`src/cbrs_defines.svh`:
```
/*
  register offsets, field positions and reset values of the bit timing
  synchroniser. assumes it is included by bare name from the package only;
  definitions only.
*/
`ifndef CBRS_DEFINES_SVH
`define CBRS_DEFINES_SVH

// register byte offsets
`define CBRS_TIMING_ADDR   8'h00
`define CBRS_CONTROL_ADDR  8'h04
`define CBRS_STATUS_ADDR   8'h08

// timing register fields, each holds length minus one
`define CBRS_DIV_LSB       0
`define CBRS_DIV_MSB       4
`define CBRS_JUMP_LSB      5
`define CBRS_JUMP_MSB      6
`define CBRS_PROP_LSB      8
`define CBRS_PROP_MSB      10
`define CBRS_PB1_LSB       12
`define CBRS_PB1_MSB       14
`define CBRS_PB2_LSB       16
`define CBRS_PB2_MSB       18

// control and status bits
`define CBRS_CTL_ENABLE    0
`define CBRS_STS_SAMPLE    0
`define CBRS_STS_SYNCED    1
`define CBRS_STS_STATE_LSB 2
`define CBRS_STS_STATE_MSB 3

// reset values of the length-minus-one fields
`define CBRS_DIV_RST       5'h00
`define CBRS_JUMP_RST      2'h0
`define CBRS_SEG_RST       3'h0

// small constants
`define CBRS_ONE_Q         4'h1
`define CBRS_ZERO_Q        4'h0
`define CBRS_RECESSIVE     1'b1

`endif

```
`src/cbrs_pkg.sv`:
```
/*
  types shared by the bit timing synchroniser modules.
  assumes cbrs_defines.svh is on the include path.
*/
package cbrs_pkg;
  `include "cbrs_defines.svh"

  // bit time segments as walked by the bit_time_engine
  typedef enum logic [1:0] {
    CBRS_SYNC,
    CBRS_PROP,
    CBRS_PB1,
    CBRS_PB2
  } cbrs_seg_t;

  // length in quanta of a 3-bit length-minus-one field
  function automatic logic [3:0] cbrs_len3(input logic [2:0] m1);
    cbrs_len3 = {1'b0, m1} + `CBRS_ONE_Q;
  endfunction : cbrs_len3

  // smaller of a phase error and the jump limit
  function automatic logic [3:0] cbrs_min_q(input logic [3:0] a, input logic [3:0] b);
    cbrs_min_q = (a < b) ? a : b;
  endfunction : cbrs_min_q
endpackage : cbrs_pkg

```
`src/cbrs_tq_if.sv`:
```
/*
  carries the time_quantum strobe and the per-quantum bus level from the
  front-end modules to the bit_time_engine. one clock domain (mclk).
*/
`timescale 1ns/1ns
interface cbrs_tq_if;
  logic tq_en;      // one-cycle pulse, one per time_quantum
  logic bus_level;  // bus level taken in the current quantum, 1 = recessive

  modport div_src (output tq_en);
  modport lvl_src (input tq_en, output bus_level);
  modport engine  (input tq_en, input bus_level);
endinterface : cbrs_tq_if

```
`src/cbrs_bit_timing.sv`:
```
/*
  bit_time_engine of a CAN protocol controller: walks the bit time once per
  time_quantum, detects recessive-to-dominant edges, applies hard sync or
  bounded resync and hands the sampled bit to the frame_bit_engine.
  assumes the frame_bit_engine runs on mclk and drives hard_sync_sel, and
  that software keeps max_jump_quanta within both phase buffers.
*/
// Chosen here: strobed register access and the address map.
// Functional notes
// RULE1: only recessive-to-dominant edges synchronise
// RULE2: sample each quantum, compare with last sample
// RULE3: edge in sync slot has zero error
// RULE4: hard sync at frame start, else resync
// RULE5: hard sync restarts bit after sync slot
// RULE6: late edge lengthens pre buffer, capped
// RULE7: early edge shortens post buffer, capped
// RULE8: one synchronisation between two sample points
// RULE9: stretched buffers revert next bit
// RULE10: early edge resync skips next sync slot
// RULE11: synchronisation filters short dominant spikes
// RULE12: software keeps jump within both buffers
// RULE13: software meets both oscillator tolerance limits
// RULE14: best tolerance setting suits slow short buses
// RULE15: quantum is mclk divided by 1..32
// RULE16: sync one quantum, segments 1..8, jump 1..4
// RULE17: single sample, no three-sample filter
// RULE18: engine steps per quantum, frame engine selects
// RULE19: sample at end of stretched pre buffer
`timescale 1ns/1ns
module cbrs_bit_timing
  import cbrs_pkg::*;
(
  input  wire logic        mclk,           // system clock, 250 MHz
  input  wire logic        rstn,           // async reset, active low
  input  wire logic        rx_pin,         // bus level from transceiver, 1 = recessive
  input  wire logic        hard_sync_sel,  // frame engine: next edge is a frame start
  input  wire logic [7:0]  reg_addr,       // register byte address
  input  wire logic [31:0] reg_wdata,      // register write data
  input  wire logic        reg_wr,         // write strobe
  input  wire logic        reg_rd,         // read strobe
  output logic      [31:0] reg_rdata,      // read data, cycle after reg_rd
  output logic             sample_pulse,   // one-cycle pulse at each sample point
  output logic             sample_bit,     // level taken at the last sample point
  output logic             sync_pulse      // one-cycle pulse on each synchronisation
);

  // configuration registers
  logic [4:0] div_m1_r;   // quantum_divider minus one
  logic [1:0] jump_m1_r;  // max_jump_quanta minus one
  logic [2:0] prop_m1_r;  // delay compensation span minus one
  logic [2:0] pb1_m1_r;   // pre_sample_buffer minus one
  logic [2:0] pb2_m1_r;   // post_sample_buffer minus one
  logic       enable_r;   // engine running

  // engine state
  cbrs_seg_t  seg_r;      // current segment
  logic [3:0] cnt_r;      // quanta already spent in the segment
  logic [3:0] pb1_lim_r;  // pre buffer length for this bit
  logic [3:0] pb2_lim_r;  // post buffer length for this bit
  logic       last_smp_r; // level at the previous sample point
  logic       synced_r;   // a synchronisation was done since the sample point

  // nominal lengths in quanta
  logic [3:0] prop_len;
  logic [3:0] pb1_len;
  logic [3:0] pb2_len;
  logic [3:0] jump_len;

  // edge and error terms
  logic       edge_ok;    // qualifying edge in this quantum
  logic       hard_now;   // edge handled as hard sync
  logic       resync_now; // edge handled as resync
  logic [3:0] pos_err;    // late edge phase error
  logic [4:0] pos_sum;    // late edge error before the clamp
  logic [3:0] neg_err;    // early edge phase error magnitude
  logic [3:0] pb1_eff;    // pre buffer length including this quantum's stretch
  logic       at_sample;  // this quantum ends the pre buffer
  logic       early_full; // early edge fully compensated

  cbrs_tq_if tq ();  // quantum strobe and per-quantum level

  // front end: divider and bus sampler
  cbrs_quantum_divider u_div (
    .mclk   (mclk),
    .rstn   (rstn),
    .enable (enable_r),
    .div_m1 (div_m1_r),
    .tq     (tq)
  );

  cbrs_rx_sampler u_rx (
    .mclk   (mclk),
    .rstn   (rstn),
    .rx_pin (rx_pin),
    .tq     (tq)
  );

  // segment lengths; sync slot is fixed at one quantum
  assign prop_len = cbrs_len3(prop_m1_r);            // [RULE16]
  assign pb1_len  = cbrs_len3(pb1_m1_r);             // [RULE16]
  assign pb2_len  = cbrs_len3(pb2_m1_r);             // [RULE16]
  assign jump_len = {2'h0, jump_m1_r} + `CBRS_ONE_Q;  // [RULE16]

  // edge: bus dominant now while the last sample point saw recessive;
  // a rising level back to recessive can never pass this test
  assign edge_ok = tq.tq_en && enable_r && !tq.bus_level
                   && last_smp_r && !synced_r;  // [RULE1] [RULE2] [RULE8]

  // frame engine chooses the kind of synchronisation
  assign hard_now   = edge_ok && hard_sync_sel;   // [RULE4] [RULE18]
  assign resync_now = edge_ok && !hard_sync_sel;  // [RULE4]

  // late edge: quanta from the end of the sync slot up to and including
  // the edge quantum
  always_comb begin
    if (seg_r == CBRS_PROP) begin
      pos_sum = {1'b0, cnt_r} + {1'b0, `CBRS_ONE_Q};  // [RULE3]
    end else begin
      pos_sum = {1'b0, prop_len} + {1'b0, cnt_r} + {1'b0, `CBRS_ONE_Q};  // [RULE3]
    end
    // long spans reach 16 quanta; clamp rather than wrap, any such error
    // is beyond the largest jump anyway
    pos_err = {4{pos_sum[4]}} | pos_sum[3:0];
  end

  // early edge: quanta left before the next sync slot would end
  assign neg_err    = pb2_lim_r - cnt_r;  // [RULE3]
  assign early_full = (neg_err <= jump_len);

  // stretch the pre buffer in the very quantum of a late edge so the sample
  // point moves this bit; excess error beyond the jump stays
  always_comb begin
    if (resync_now && (seg_r == CBRS_PROP || seg_r == CBRS_PB1)) begin
      pb1_eff = pb1_lim_r + cbrs_min_q(pos_err, jump_len);  // [RULE6] [RULE11]
    end else begin
      pb1_eff = pb1_lim_r;
    end
  end

  // sample point sits on the last quantum of the stretched pre buffer
  assign at_sample = tq.tq_en && enable_r && !hard_now && (seg_r == CBRS_PB1)
                     && (cnt_r == pb1_eff - `CBRS_ONE_Q);  // [RULE19]

  // segment walk, one step per quantum; reset to sync slot while disabled
  always_ff @(posedge mclk or negedge rstn) begin
    if (!rstn) begin
      seg_r <= CBRS_SYNC;
      cnt_r <= `CBRS_ZERO_Q;
    end else if (!enable_r) begin
      seg_r <= CBRS_SYNC;
      cnt_r <= `CBRS_ZERO_Q;
    end else if (hard_now) begin
      // edge quantum counts as the sync slot, whatever its phase error
      seg_r <= CBRS_PROP;  // [RULE5]
      cnt_r <= `CBRS_ZERO_Q;  // [RULE5]
    end else if (tq.tq_en) begin
      case (seg_r)
        CBRS_SYNC: begin
          // an edge here is on time and changes nothing
          seg_r <= CBRS_PROP;  // [RULE3]
          cnt_r <= `CBRS_ZERO_Q;
        end
        CBRS_PROP: begin
          if (cnt_r == prop_len - `CBRS_ONE_Q) begin
            seg_r <= CBRS_PB1;
            cnt_r <= `CBRS_ZERO_Q;
          end else begin
            cnt_r <= cnt_r + `CBRS_ONE_Q;
          end
        end
        CBRS_PB1: begin
          if (at_sample) begin
            seg_r <= CBRS_PB2;  // [RULE19]
            cnt_r <= `CBRS_ZERO_Q;
          end else begin
            cnt_r <= cnt_r + `CBRS_ONE_Q;
          end
        end
        CBRS_PB2: begin
          if (resync_now && early_full) begin
            // bit ends at the edge; the edge quantum stands in for the
            // sync slot, which is therefore skipped
            seg_r <= CBRS_PROP;  // [RULE7] [RULE10]
            cnt_r <= `CBRS_ZERO_Q;
          end else if (resync_now
                       && cnt_r == pb2_lim_r - jump_len - `CBRS_ONE_Q) begin
            seg_r <= CBRS_SYNC;  // [RULE7]
            cnt_r <= `CBRS_ZERO_Q;
          end else if (!resync_now && cnt_r == pb2_lim_r - `CBRS_ONE_Q) begin
            seg_r <= CBRS_SYNC;
            cnt_r <= `CBRS_ZERO_Q;
          end else begin
            cnt_r <= cnt_r + `CBRS_ONE_Q;
          end
        end
        default: begin
          seg_r <= CBRS_SYNC;
          cnt_r <= `CBRS_ZERO_Q;
        end
      endcase
    end
  end

  // per-bit buffer lengths: stretched by resync, back to nominal each bit
  always_ff @(posedge mclk or negedge rstn) begin
    if (!rstn) begin
      pb1_lim_r <= `CBRS_ONE_Q;
      pb2_lim_r <= `CBRS_ONE_Q;
    end else if (!enable_r || hard_now) begin
      pb1_lim_r <= pb1_len;  // [RULE5]
      pb2_lim_r <= pb2_len;
    end else if (at_sample) begin
      // post buffer of this bit starts nominal
      pb1_lim_r <= pb1_len;  // [RULE9]
      pb2_lim_r <= pb2_len;  // [RULE9]
    end else if (resync_now && seg_r == CBRS_PB2 && early_full) begin
      pb2_lim_r <= pb2_len;  // [RULE9]
    end else if (resync_now && seg_r == CBRS_PB2) begin
      // partial correction: shorten by the full jump, error remains
      pb2_lim_r <= pb2_lim_r - jump_len;  // [RULE7]
    end else if (tq.tq_en) begin
      pb1_lim_r <= pb1_eff;  // [RULE6]
    end
  end

  // sample capture and the one-sync-per-bit lock; a sync and a sample
  // point never share a quantum, so the capture and clear cannot be lost to the set
  always_ff @(posedge mclk or negedge rstn) begin
    if (!rstn) begin
      last_smp_r <= `CBRS_RECESSIVE;
      synced_r   <= 1'b0;
    end else if (!enable_r) begin
      last_smp_r <= `CBRS_RECESSIVE;
      synced_r   <= 1'b0;
    end else if (edge_ok) begin
      synced_r <= 1'b1;  // [RULE8]
    end else if (at_sample) begin
      last_smp_r <= tq.bus_level;  // [RULE2] [RULE17]
      synced_r   <= 1'b0;  // [RULE8]
    end
  end

  // outputs to the frame_bit_engine
  always_ff @(posedge mclk or negedge rstn) begin
    if (!rstn) begin
      sample_pulse <= 1'b0;
      sample_bit   <= `CBRS_RECESSIVE;
      sync_pulse   <= 1'b0;
    end else begin
      sample_pulse <= at_sample;  // [RULE19]
      sync_pulse   <= edge_ok;
      if (at_sample) begin
        sample_bit <= tq.bus_level;  // [RULE11] [RULE19]
      end
    end
  end

  // register writes; fields hold length minus one, so any value is legal
  always_ff @(posedge mclk or negedge rstn) begin
    if (!rstn) begin
      div_m1_r  <= `CBRS_DIV_RST;
      jump_m1_r <= `CBRS_JUMP_RST;
      prop_m1_r <= `CBRS_SEG_RST;
      pb1_m1_r  <= `CBRS_SEG_RST;
      pb2_m1_r  <= `CBRS_SEG_RST;
      enable_r  <= 1'b0;
    end else if (reg_wr) begin
      case (reg_addr)
        `CBRS_TIMING_ADDR: begin
          div_m1_r  <= reg_wdata[`CBRS_DIV_MSB:`CBRS_DIV_LSB];  // [RULE15]
          jump_m1_r <= reg_wdata[`CBRS_JUMP_MSB:`CBRS_JUMP_LSB];
          prop_m1_r <= reg_wdata[`CBRS_PROP_MSB:`CBRS_PROP_LSB];
          pb1_m1_r  <= reg_wdata[`CBRS_PB1_MSB:`CBRS_PB1_LSB];
          pb2_m1_r  <= reg_wdata[`CBRS_PB2_MSB:`CBRS_PB2_LSB];
        end
        `CBRS_CONTROL_ADDR: begin
          enable_r <= reg_wdata[`CBRS_CTL_ENABLE];
        end
        default: begin
          enable_r <= enable_r;  // unmapped and read-only offsets ignore writes
        end
      endcase
    end
  end

  // read data stands only in the cycle after the strobe; unmapped reads 0
  always_ff @(posedge mclk or negedge rstn) begin
    if (!rstn) begin
      reg_rdata <= 32'h0000_0000;
    end else if (reg_rd) begin
      reg_rdata <= 32'h0000_0000;
      case (reg_addr)
        `CBRS_TIMING_ADDR: begin
          reg_rdata[`CBRS_DIV_MSB:`CBRS_DIV_LSB]   <= div_m1_r;
          reg_rdata[`CBRS_JUMP_MSB:`CBRS_JUMP_LSB] <= jump_m1_r;
          reg_rdata[`CBRS_PROP_MSB:`CBRS_PROP_LSB] <= prop_m1_r;
          reg_rdata[`CBRS_PB1_MSB:`CBRS_PB1_LSB]   <= pb1_m1_r;
          reg_rdata[`CBRS_PB2_MSB:`CBRS_PB2_LSB]   <= pb2_m1_r;
        end
        `CBRS_CONTROL_ADDR: begin
          reg_rdata[`CBRS_CTL_ENABLE] <= enable_r;
        end
        `CBRS_STATUS_ADDR: begin
          reg_rdata[`CBRS_STS_SAMPLE] <= last_smp_r;
          reg_rdata[`CBRS_STS_SYNCED] <= synced_r;
          reg_rdata[`CBRS_STS_STATE_MSB:`CBRS_STS_STATE_LSB] <= seg_r;
        end
        default: begin
          reg_rdata <= 32'h0000_0000;
        end
      endcase
    end else begin
      reg_rdata <= 32'h0000_0000;
    end
  end

endmodule : cbrs_bit_timing

```
`src/cbrs_quantum_divider.sv`:
```
/*
  quantum_divider: divides mclk by the programmed value (1..32) into a
  one-cycle time_quantum enable. assumes div_m1 is stable while enabled.
*/
`timescale 1ns/1ns
module cbrs_quantum_divider
  import cbrs_pkg::*;
(
  input  wire logic       mclk,    // system clock
  input  wire logic       rstn,    // async reset, active low
  input  wire logic       enable,  // divider runs only while high
  input  wire logic [4:0] div_m1,  // divide value minus one
  cbrs_tq_if.div_src      tq       // quantum strobe out
);
  logic [4:0] cnt_r;  // mclk cycles into the current quantum

  // count up to div_m1 and wrap; held at zero while idle so the first
  // quantum after enabling is a full one
  always_ff @(posedge mclk or negedge rstn) begin
    if (!rstn) begin
      cnt_r <= 5'h00;
    end else if (!enable || cnt_r == div_m1) begin
      cnt_r <= 5'h00;  // [RULE15]
    end else begin
      cnt_r <= cnt_r + 5'h01;
    end
  end

  // strobe on the last cycle of each quantum
  assign tq.tq_en = enable && (cnt_r == div_m1);  // [RULE15]
endmodule : cbrs_quantum_divider

```
`src/cbrs_rx_sampler.sv`:
```
/*
  brings the received bus pin into the mclk domain and takes one level per
  time_quantum. assumes rx_pin is asynchronous to mclk.
*/
`timescale 1ns/1ns
module cbrs_rx_sampler
  import cbrs_pkg::*;
(
  input  wire logic  mclk,    // system clock
  input  wire logic  rstn,    // async reset, active low
  input  wire logic  rx_pin,  // raw bus level from transceiver
  cbrs_tq_if.lvl_src tq       // quantum strobe in, level out
);
  logic meta_r;  // first synchroniser stage, read only by sync_r
  logic sync_r;  // second stage, safe to use

  // two-stage synchroniser; both idle recessive
  always_ff @(posedge mclk or negedge rstn) begin
    if (!rstn) begin
      meta_r <= `CBRS_RECESSIVE;
      sync_r <= `CBRS_RECESSIVE;
    end else begin
      meta_r <= rx_pin;
      sync_r <= meta_r;
    end
  end

  // one sample per quantum; a single sample, no majority vote
  always_ff @(posedge mclk or negedge rstn) begin
    if (!rstn) begin
      tq.bus_level <= `CBRS_RECESSIVE;
    end else if (tq.tq_en) begin
      tq.bus_level <= sync_r;  // [RULE2] [RULE17]
    end
  end
endmodule : cbrs_rx_sampler

```
`config.mk`:
```
export PLATFORM = sky130hd
export DESIGN_NAME = cbrs_bit_timing
export DESIGN_NICKNAME = d
export VERILOG_FILES = /design/src/cbrs_pkg.sv /design/src/cbrs_tq_if.sv /design/src/cbrs_bit_timing.sv /design/src/cbrs_quantum_divider.sv /design/src/cbrs_rx_sampler.sv
export VERILOG_INCLUDE_DIRS = /design/src /design/src/src
export SDC_FILE = /design/constraint.sdc
export NUM_CORES = 1
export LEC_CHECK = 0
export BUFFER_PORTS_ARGS = -buffer_cell sky130_fd_sc_hd__clkbuf_2
export CAP_MARGIN = 10
export CORE_ASPECT_RATIO = 0.9
export CORE_UTILIZATION = 60
export CTS_BUF_LIST = sky130_fd_sc_hd__clkbuf_4
export CTS_CLUSTER_DIAMETER = 50
export CTS_CLUSTER_SIZE = 25
export DETAILED_ROUTE_END_ITERATION = 10
export PLACE_DENSITY = 0.86
export SYNTH_ARGS = -nofsm -noshare
export SYNTH_HDL_FRONTEND = slang
export SYNTH_HIERARCHICAL = 1
export SYNTH_SLANG_ARGS = --single-unit
```
`constraint.sdc`:
```
create_clock -name mclk -period 10.2 [get_ports mclk]
set_clock_uncertainty 0.1 [all_clocks]
set_input_delay 2.04 -clock mclk [delete_from_list [all_inputs] [get_ports mclk]]
set_output_delay 2.04 -clock mclk [all_outputs]
set_load 0.02 [all_outputs]
```
== After elaboration in Yosys (flattened, before gate mapping) ==
Cells that the tools add are included.

* Add/subtract/negate cells: 16
* Magnitude comparators: 2
* Equality and inequality tests: 19
* Mux-type cells: 44
* Bitwise operators: 1
* Reductions and logical operators: 34

{| class="wikitable"
|+ Operator list
! operator !! count
|-
| 4-bit two-way mux || 19
|-
| 19-bit two-way mux || 1
|-
| 4-bit equality test || 4
|-
| 1-bit logical AND || 16
|-
| 2-bit two-way mux || 8
|-
| 4-bit case mux with 4 select lines || 1
|-
| 4-bit by 1-bit subtractor with 4-bit output, second input constant || 4
|-
| 3-bit by 1-bit adder with 4-bit output, second input constant || 3
|-
| 3-bit two-way mux || 4
|-
| 5-bit by 1-bit adder with 5-bit output, second input constant || 2
|-
| 5-bit two-way mux || 2
|-
| 8-bit by 3-bit equality test with 1-bit output, second input constant || 1
|-
| 8-bit by 4-bit equality test with 1-bit output, second input constant || 1
|-
| 8-bit logical NOT || 1
|-
| 2-bit case mux with 4 select lines || 1
|-
| 1-bit logical NOT || 6
|-
| 1-bit two-way mux || 6
|-
| 3-bit by 1-bit != test with 1-bit output, second input constant || 2
|-
| 3-bit != test, second input constant || 2
|-
| 6-bit != test, second input constant || 1
|-
| 3-bit case mux with 2 select lines || 1
|-
| 2-bit AND reduction || 3
|-
| 4-bit by 1-bit adder with 5-bit output, second input constant || 1
|-
| 4-bit by 4-bit adder with 5-bit output || 1
|-
| other kinds (22) || 25
|}

* Register bits: 76
* Bits of input ports: 46
* Output and inout bits: 35
* Word-level logic and storage cells: 136

== Logic depth before layout (Yosys ltp) ==
* Depth in word-level cells: 17
* Gate-level depth with buffers: 26
* Depth with buffers taken out: 25

== Hierarchy ==
The synthesis kept the hierarchy.

{| class="wikitable"
|+ By module, submodules not included
! module !! instances !! cells an instance !! area each (sq um) !! seq. area each (sq um)
|-
| cbrs_bit_timing || 1 || 379 || 3,667.3 || 1,306.3
|-
| cbrs_quantum_divider || 1 || 28 || 284.0 || 125.1
|-
| cbrs_rx_sampler || 1 || 4 || 93.8 || 78.8
|}

== Least setup slack after synthesis ==
Ideal clock, no wire load.

* Kind: reg2reg
* Start point: reg prop_m1_r[0]
* End point: reg seg_r[0]
* Setup time: 0.126 ns
* Data arrival time: 5.195 ns
* Data required time: 9.974 ns
* Slack: 4.779 ns
* Cell stages (with the launch flop): 26
* Path buffers: 0
* Clock period less this slack: 5.421 ns
* Cell sequence: dfrtp_1 ha_1 xor2_1 ha_1 nor2b_1 o21a_1 o21ai_0 nand2_1 ha_1 a21boi_0 o21ai_0 nand3b_1 mux2_2 ha_1 inv_1 fa_1 nand2_1 o21ai_0 ha_1 xor2_1 o2111ai_1 a21oi_1 o2111ai_2 o21a_1 or4_1 o311a_1

* Cells in the longest elaborated chain, start to end: 14
* Elaborated cells on any way between the ends: 17
* Classes of those cells: add/sub: 6; order compare: 1; eq/ne: 4; mux: 3; bitwise: 1; reduce/logical: 2

{| class="wikitable"
|+ Ends and longest elaborated chain
! item !! RTL line !! RTL
|-
| start: declaration || cbrs_bit_timing.sv:50 || <nowiki>logic [2:0] prop_m1_r;</nowiki>
|-
| start signal: assignment || cbrs_bit_timing.sv:263 || <nowiki>prop_m1_r <= `CBRS_SEG_RST;</nowiki>
|-
| start signal: assignment || cbrs_bit_timing.sv:272 || <nowiki>prop_m1_r <= reg_wdata[`CBRS_PROP_MSB:`CBRS_PROP_LSB];</nowiki>
|-
| 3-bit by 1-bit adder with 4-bit output (no line) (*) || - ||
|-
| 4-bit by 4-bit adder with 5-bit output || cbrs_bit_timing.sv:119 || <nowiki>pos_sum = {1'b0, prop_len} + {1'b0, cnt_r} + {1'b0, `CBRS_ONE_Q};</nowiki>
|-
| 5-bit by 1-bit adder with 5-bit output || cbrs_bit_timing.sv:119 ||
|-
| 5-bit two-way mux || cbrs_bit_timing.sv:116 || <nowiki>if (seg_r == CBRS_PROP) begin</nowiki>
|-
| 4-bit OR || cbrs_bit_timing.sv:123 || <nowiki>pos_err = {4{pos_sum[4]}} | pos_sum[3:0];</nowiki>
|-
| 4-bit by 3-bit less-than comparator with 1-bit output || cbrs_pkg.sv:23 || <nowiki>cbrs_min_q = (a < b) ? a : b;</nowiki>
|-
| 4-bit two-way mux || cbrs_pkg.sv:23 ||
|-
| 4-bit adder || cbrs_bit_timing.sv:134 || <nowiki>pb1_eff = pb1_lim_r + cbrs_min_q(pos_err, jump_len);</nowiki>
|-
| 4-bit two-way mux || cbrs_bit_timing.sv:133 || <nowiki>if (resync_now && (seg_r == CBRS_PROP || seg_r == CBRS_PB1)) begin</nowiki>
|-
| 4-bit by 1-bit subtractor with 4-bit output (no line) || - ||
|-
| 4-bit equality test (no line) || - ||
|-
| 1-bit logical AND || cbrs_bit_timing.sv:141 || <nowiki>assign at_sample = tq.tq_en && enable_r && !hard_now && (seg_r == CBRS_PB1)</nowiki>
|-
| 4-bit != test (no line) || - ||
|-
| 4-bit AND reduction (no line) (*) || - ||
|-
| end signal: assignment || cbrs_bit_timing.sv:147 || <nowiki>seg_r <= CBRS_SYNC;</nowiki>
|-
| end signal: assignment || cbrs_bit_timing.sv:150 || <nowiki>seg_r <= CBRS_SYNC;</nowiki>
|-
| end signal: assignment || cbrs_bit_timing.sv:154 || <nowiki>seg_r <= CBRS_PROP;</nowiki>
|-
| end: declaration || cbrs_bit_timing.sv:56 || <nowiki>cbrs_seg_t seg_r;</nowiki>
|}

Every way passes the cells marked *; elsewhere a longest branch is shown, timed or not.
A chain may end at the register's enable or synchronous reset.

== Final worst setup path ==
* Start point: reg prop_m1_r[0]
* End point: reg pb2_lim_r[2]

* Cells in the longest elaborated chain, start to end: 14
* Elaborated cells on any way between the ends: 15
* Classes of those cells: add/sub: 5; order compare: 1; eq/ne: 1; mux: 5; bitwise: 1; reduce/logical: 2

{| class="wikitable"
|+ Ends and longest elaborated chain
! item !! RTL line !! RTL
|-
| 3-bit by 1-bit adder with 4-bit output (no line) (*) || - ||
|-
| 4-bit by 4-bit adder with 5-bit output (*) || cbrs_bit_timing.sv:119 ||
|-
| 5-bit by 1-bit adder with 5-bit output (*) || cbrs_bit_timing.sv:119 ||
|-
| 5-bit two-way mux (*) || cbrs_bit_timing.sv:116 ||
|-
| 4-bit OR (*) || cbrs_bit_timing.sv:123 ||
|-
| 4-bit by 3-bit less-than comparator with 1-bit output || cbrs_pkg.sv:23 ||
|-
| 4-bit two-way mux (*) || cbrs_pkg.sv:23 ||
|-
| 4-bit adder (*) || cbrs_bit_timing.sv:134 ||
|-
| 4-bit two-way mux (*) || cbrs_bit_timing.sv:133 ||
|-
| 4-bit by 1-bit subtractor with 4-bit output (no line) (*) || - ||
|-
| 4-bit equality test (no line) (*) || - ||
|-
| 1-bit logical AND (*) || cbrs_bit_timing.sv:141 ||
|-
| 4-bit two-way mux || cbrs_bit_timing.sv:212 || <nowiki>end else if (at_sample) begin</nowiki>
|-
| 4-bit two-way mux || cbrs_bit_timing.sv:209 || <nowiki>end else if (!enable_r || hard_now) begin</nowiki>
|-
| end signal: assignment || cbrs_bit_timing.sv:208 || <nowiki>pb2_lim_r <= `CBRS_ONE_Q;</nowiki>
|-
| end signal: assignment || cbrs_bit_timing.sv:211 || <nowiki>pb2_lim_r <= pb2_len;</nowiki>
|-
| end signal: assignment || cbrs_bit_timing.sv:215 || <nowiki>pb2_lim_r <= pb2_len;</nowiki>
|-
| end: declaration || cbrs_bit_timing.sv:59 || <nowiki>logic [3:0] pb2_lim_r;</nowiki>
|}

Marks and branches as above.

==> results.md <==
* Clock sinks at 60
* Yosys reg bits at 60
* Core Area at ~6600 sq um
* Vias/cell at ~5.6
* FF-to-FF Start: prop_m1_r[0]
* CP startpoint: prop_m1_r[0]
* Clock power share at 36.6%
* Yosys top cell by area: dfrtp_1
* Clock Path Buffers at 2
* Area delta synth->final at 11.0%
* Total Power at 0.000601 W
* Pwr/cell area at 134 nW/um^2
* First-pass DRT Iterations at 4
* H-Tree Depth at 3
* Psw at 0.000174 W
* Initial antenna violation count at 0
* Hold_sp: u_rx/meta_r
* Post-CTS Hold Buffers at 0
* Setup Crit Path Kind: flip-flop to flip-flop
* IO Pins at ~80
* Grt total ovfl at 0
* Seq pwr share at 42.9%
* Vias in the first global route at 3188
* Multi-input gate area at approximately 2300 sq um
* DRC viols at 0
* Setup violators final at 0
* Antenna diode count at 0
* Yosys top cell area share at between 30% and 40%
* Combinational share of power at about 21%
* Asr flop ratio synth at 100%
* Max cap viols at 0
* CP max stage delay at 490 ps
* Worst-Margin Slew at approximately 1100 ps
* CP Capture Type: flip-flop
* Synth Cell Area at 4050 sq um
* Most used cell, CP: ha_1
* Primary FF master, synth: dfrtp_1
* First-pass GRT wire length at 14200 microns
* Internal power at 0.000426 W
* Root buf cell: clkbuf_4
* # rows at 28
* Port bufs at 48
* Drt initial violations at 178
* Die Area at around 7000 sq um
* Critical Path Fanout Max at 9
* All-Layer GR Usage at 26.6%
* Maximum clock rate at 162 MHz
* Yosys warning count at 6
* Post_cts resized at 0
* Worst Path Arrival at 6420 ps
* CTS tree: yes
* Switching share of power at 29.0%
* Req. time, crit path at 10440 ps
* Sequential share of the synthesized area at between 30% and 40%
* Wire per inst at roughly 15 microns
* Drt total wl at 8350 microns
* Critical path's slowest cell: dfrtp_1
* Post-synthesis instance total at 411
* Outcome: finished, final reports clean
* Library cells used by synthesis at between 60 and 70
* Starting Density at 61.7%
* Crit path buffers/inverters at 1
* GP Congestion at ~0.91
* Post-synth EDFFs at 0
* Clk_lat worst skew at approximately 410 ps
* Fin nets at 540
* Final Hold Fails at 0
* Count of final max-slew check failures at 0
* Worst hold path class: flip-flop to flip-flop
* Vias at 3125
* Die Wd at approximately 89 microns
* DP HPWL at approximately 6400 microns
* Startpoint types: flip-flop
* Share of cells above drive strength 1 at 21.8%
* Number of fill cells at about 500
* Top cells by area, synth: dfrtp_1, ha_1, mux2_2
* Chip Height at around 80 microns
* CP delay by family, top: compound AO/OA/AOI/OAI gates
* Crit path time final at 6180 ps
* Final ANT Viol Nets at 0
* Clock slew seen by the registers of the worst setup and hold paths at 110 ps
* Worst-path cell chain: ha_1, xor2_1, ha_1, nor2b_1, o21a_1, o21ai_0, o311ai_0, ha_1, o21ai_0, nand3b_1, mux2_2, ha_1, inv_1, fa_1, nand2_1, o21ai_0, ha_1, xor2_1, o2111ai_1, a21oi_1, o2111ai_2, o21ai_1, mux2_2, a21oi_1
* Mean post-synth cell area at 9.84 sq um
* RSZ-0062 raised after global routing: no
* Post-CTS Setup Repair Bufs at 0
* Setup TNS at 0 ps
* Worst IR Drop VDD at 0.0898 mV
* Largest net degree at the start of global routing at 61
* Num CTS Buffers at 9
* Lkg Pwr at 2.26 nW
* Final period util at 60.6%
* Slew margin rel. at 28.1%
* Sequential Area at 1510 sq um
## power by group through the flow
stage | clock (W) | combinational [W] | sequential [W]
after floorplan | 0 | 0.0000978 | 0.000258
after global placement | 0 | 0.000117 | 0.000262
after detailed placement | 0 | 0.000122 | 0.000262
after CTS | 0.000226 | 0.000123 | 0.000258
after global routing | 0.000235 | 0.000139 | 0.000259
final | 0.000220 | 0.000123 | 0.000258
## cells in the final DEF, fill, tap and decap left out, types with 4 or more instances in the layout
cell      synthesis  final
inv_1            30     30
mux2i_1          13     13
nand2_1          25     25
conb_1            1     16
nand3_1          17     17
dfstp_2           7      7
dfrtp_1          53     53
a21oi_1          11     11
nor2b_1           7      7
and3_1            4      4
o211ai_1          5      5
clkbuf_2          1     48
clkbuf_4          0      9
nor2_1           26     26
and2_1           14     14
o21ai_0          19     19
fa_1              4      4
mux2_2           19     19
xnor2_1          20     20
nor3_1            9      9
ha_1             31     31
xor2_1           12     12
## flip-flops by register name (all words and copies together), names as in the netlist, 3 cells and up
name,count
reg_rdata,16
div_m1_r,5
u_div/cnt_r,5
cnt_r,4
pb1_lim_r,4
pb2_lim_r,4
pb1_m1_r,3
pb2_m1_r,3
prop_m1_r,3
## through the flow
stage	instances	hold slack, ps	setup WS [ps]	instance area, sq um	util [%]
after floorplan	426	245	4780	4100	-
after global placement	538	245	4260	4300	65.6
after detailed placement	538	250	4130	4300	65.6
after CTS	554	267	4050	4490	68.5
after global routing	554	272	3680	4490	68.5
final	554	264	4020	4490	68.5
## path summary, 6_finish.rpt
check | to | slack (ps) | depth (start not counted)
max | pb2_lim_r[2] | 4020 | 24
min | u_rx/sync_r | 260 | 0
max reg2reg | pb2_lim_r[2] | 4020 | 24
min reg2reg | u_rx/sync_r | 260 | 0
max in group asynchronous | pb2_lim_r[3] | 7870 | 2
min in group asynchronous | reg_rdata[4] | 1660 | 2
## metal layers
metal  share of wire [%]  wire, microns  global-route usage (%)
met1                  43           3580                    32.4
met2                  50           4170                    46.7
met3                 6.3            524                    5.89
met4                0.93             78                    8.23
met5                   0              0                       0
## cells by family after synthesis
logic type                 synth area share (%)
and+or+nand+nor                            15.7
AOI/OAI and AO/OA                          11.3
DFF                                        37.3
buffers and inverters                      7.02
adders and majority gates                  11.6
xor gates and xnor gates                   7.89
muxes                                      9.16
other                                    0.0927
## cell type report
| class | instances | area share (%) |
|---|---|---|
| inverters | 30 | 2.51 |
| multi-input cells | 308 | 51.4 |
| flip-flops and latches | 60 | 33.6 |
| clock inverters | 7 | 2.76 |
| well taps | 90 | 2.51 |
| repair buffers | 50 | 5.69 |
| clock buffers | 9 | 1.51 |
## Yosys cell counts (3+ instances only)
master,number
nor3_1,9
a31oi_1,3
o211ai_1,5
fa_1,4
mux2i_1,13
a21oi_1,11
ha_1,31
o21ai_0,19
inv_1,30
and3_1,4
and2_1,14
xor2_1,12
dfrtp_1,53
nor3b_1,3
nand2_1,25
a2bb2oi_1,3
mux2_2,19
nor2b_1,7
buf_2,4
buf_4,16
a21o_1,3
xnor2_1,20
clkbuf_1,6
nand3_1,17
nor2_1,26
dfstp_2,7
Power figures use the tool's default switching activity.
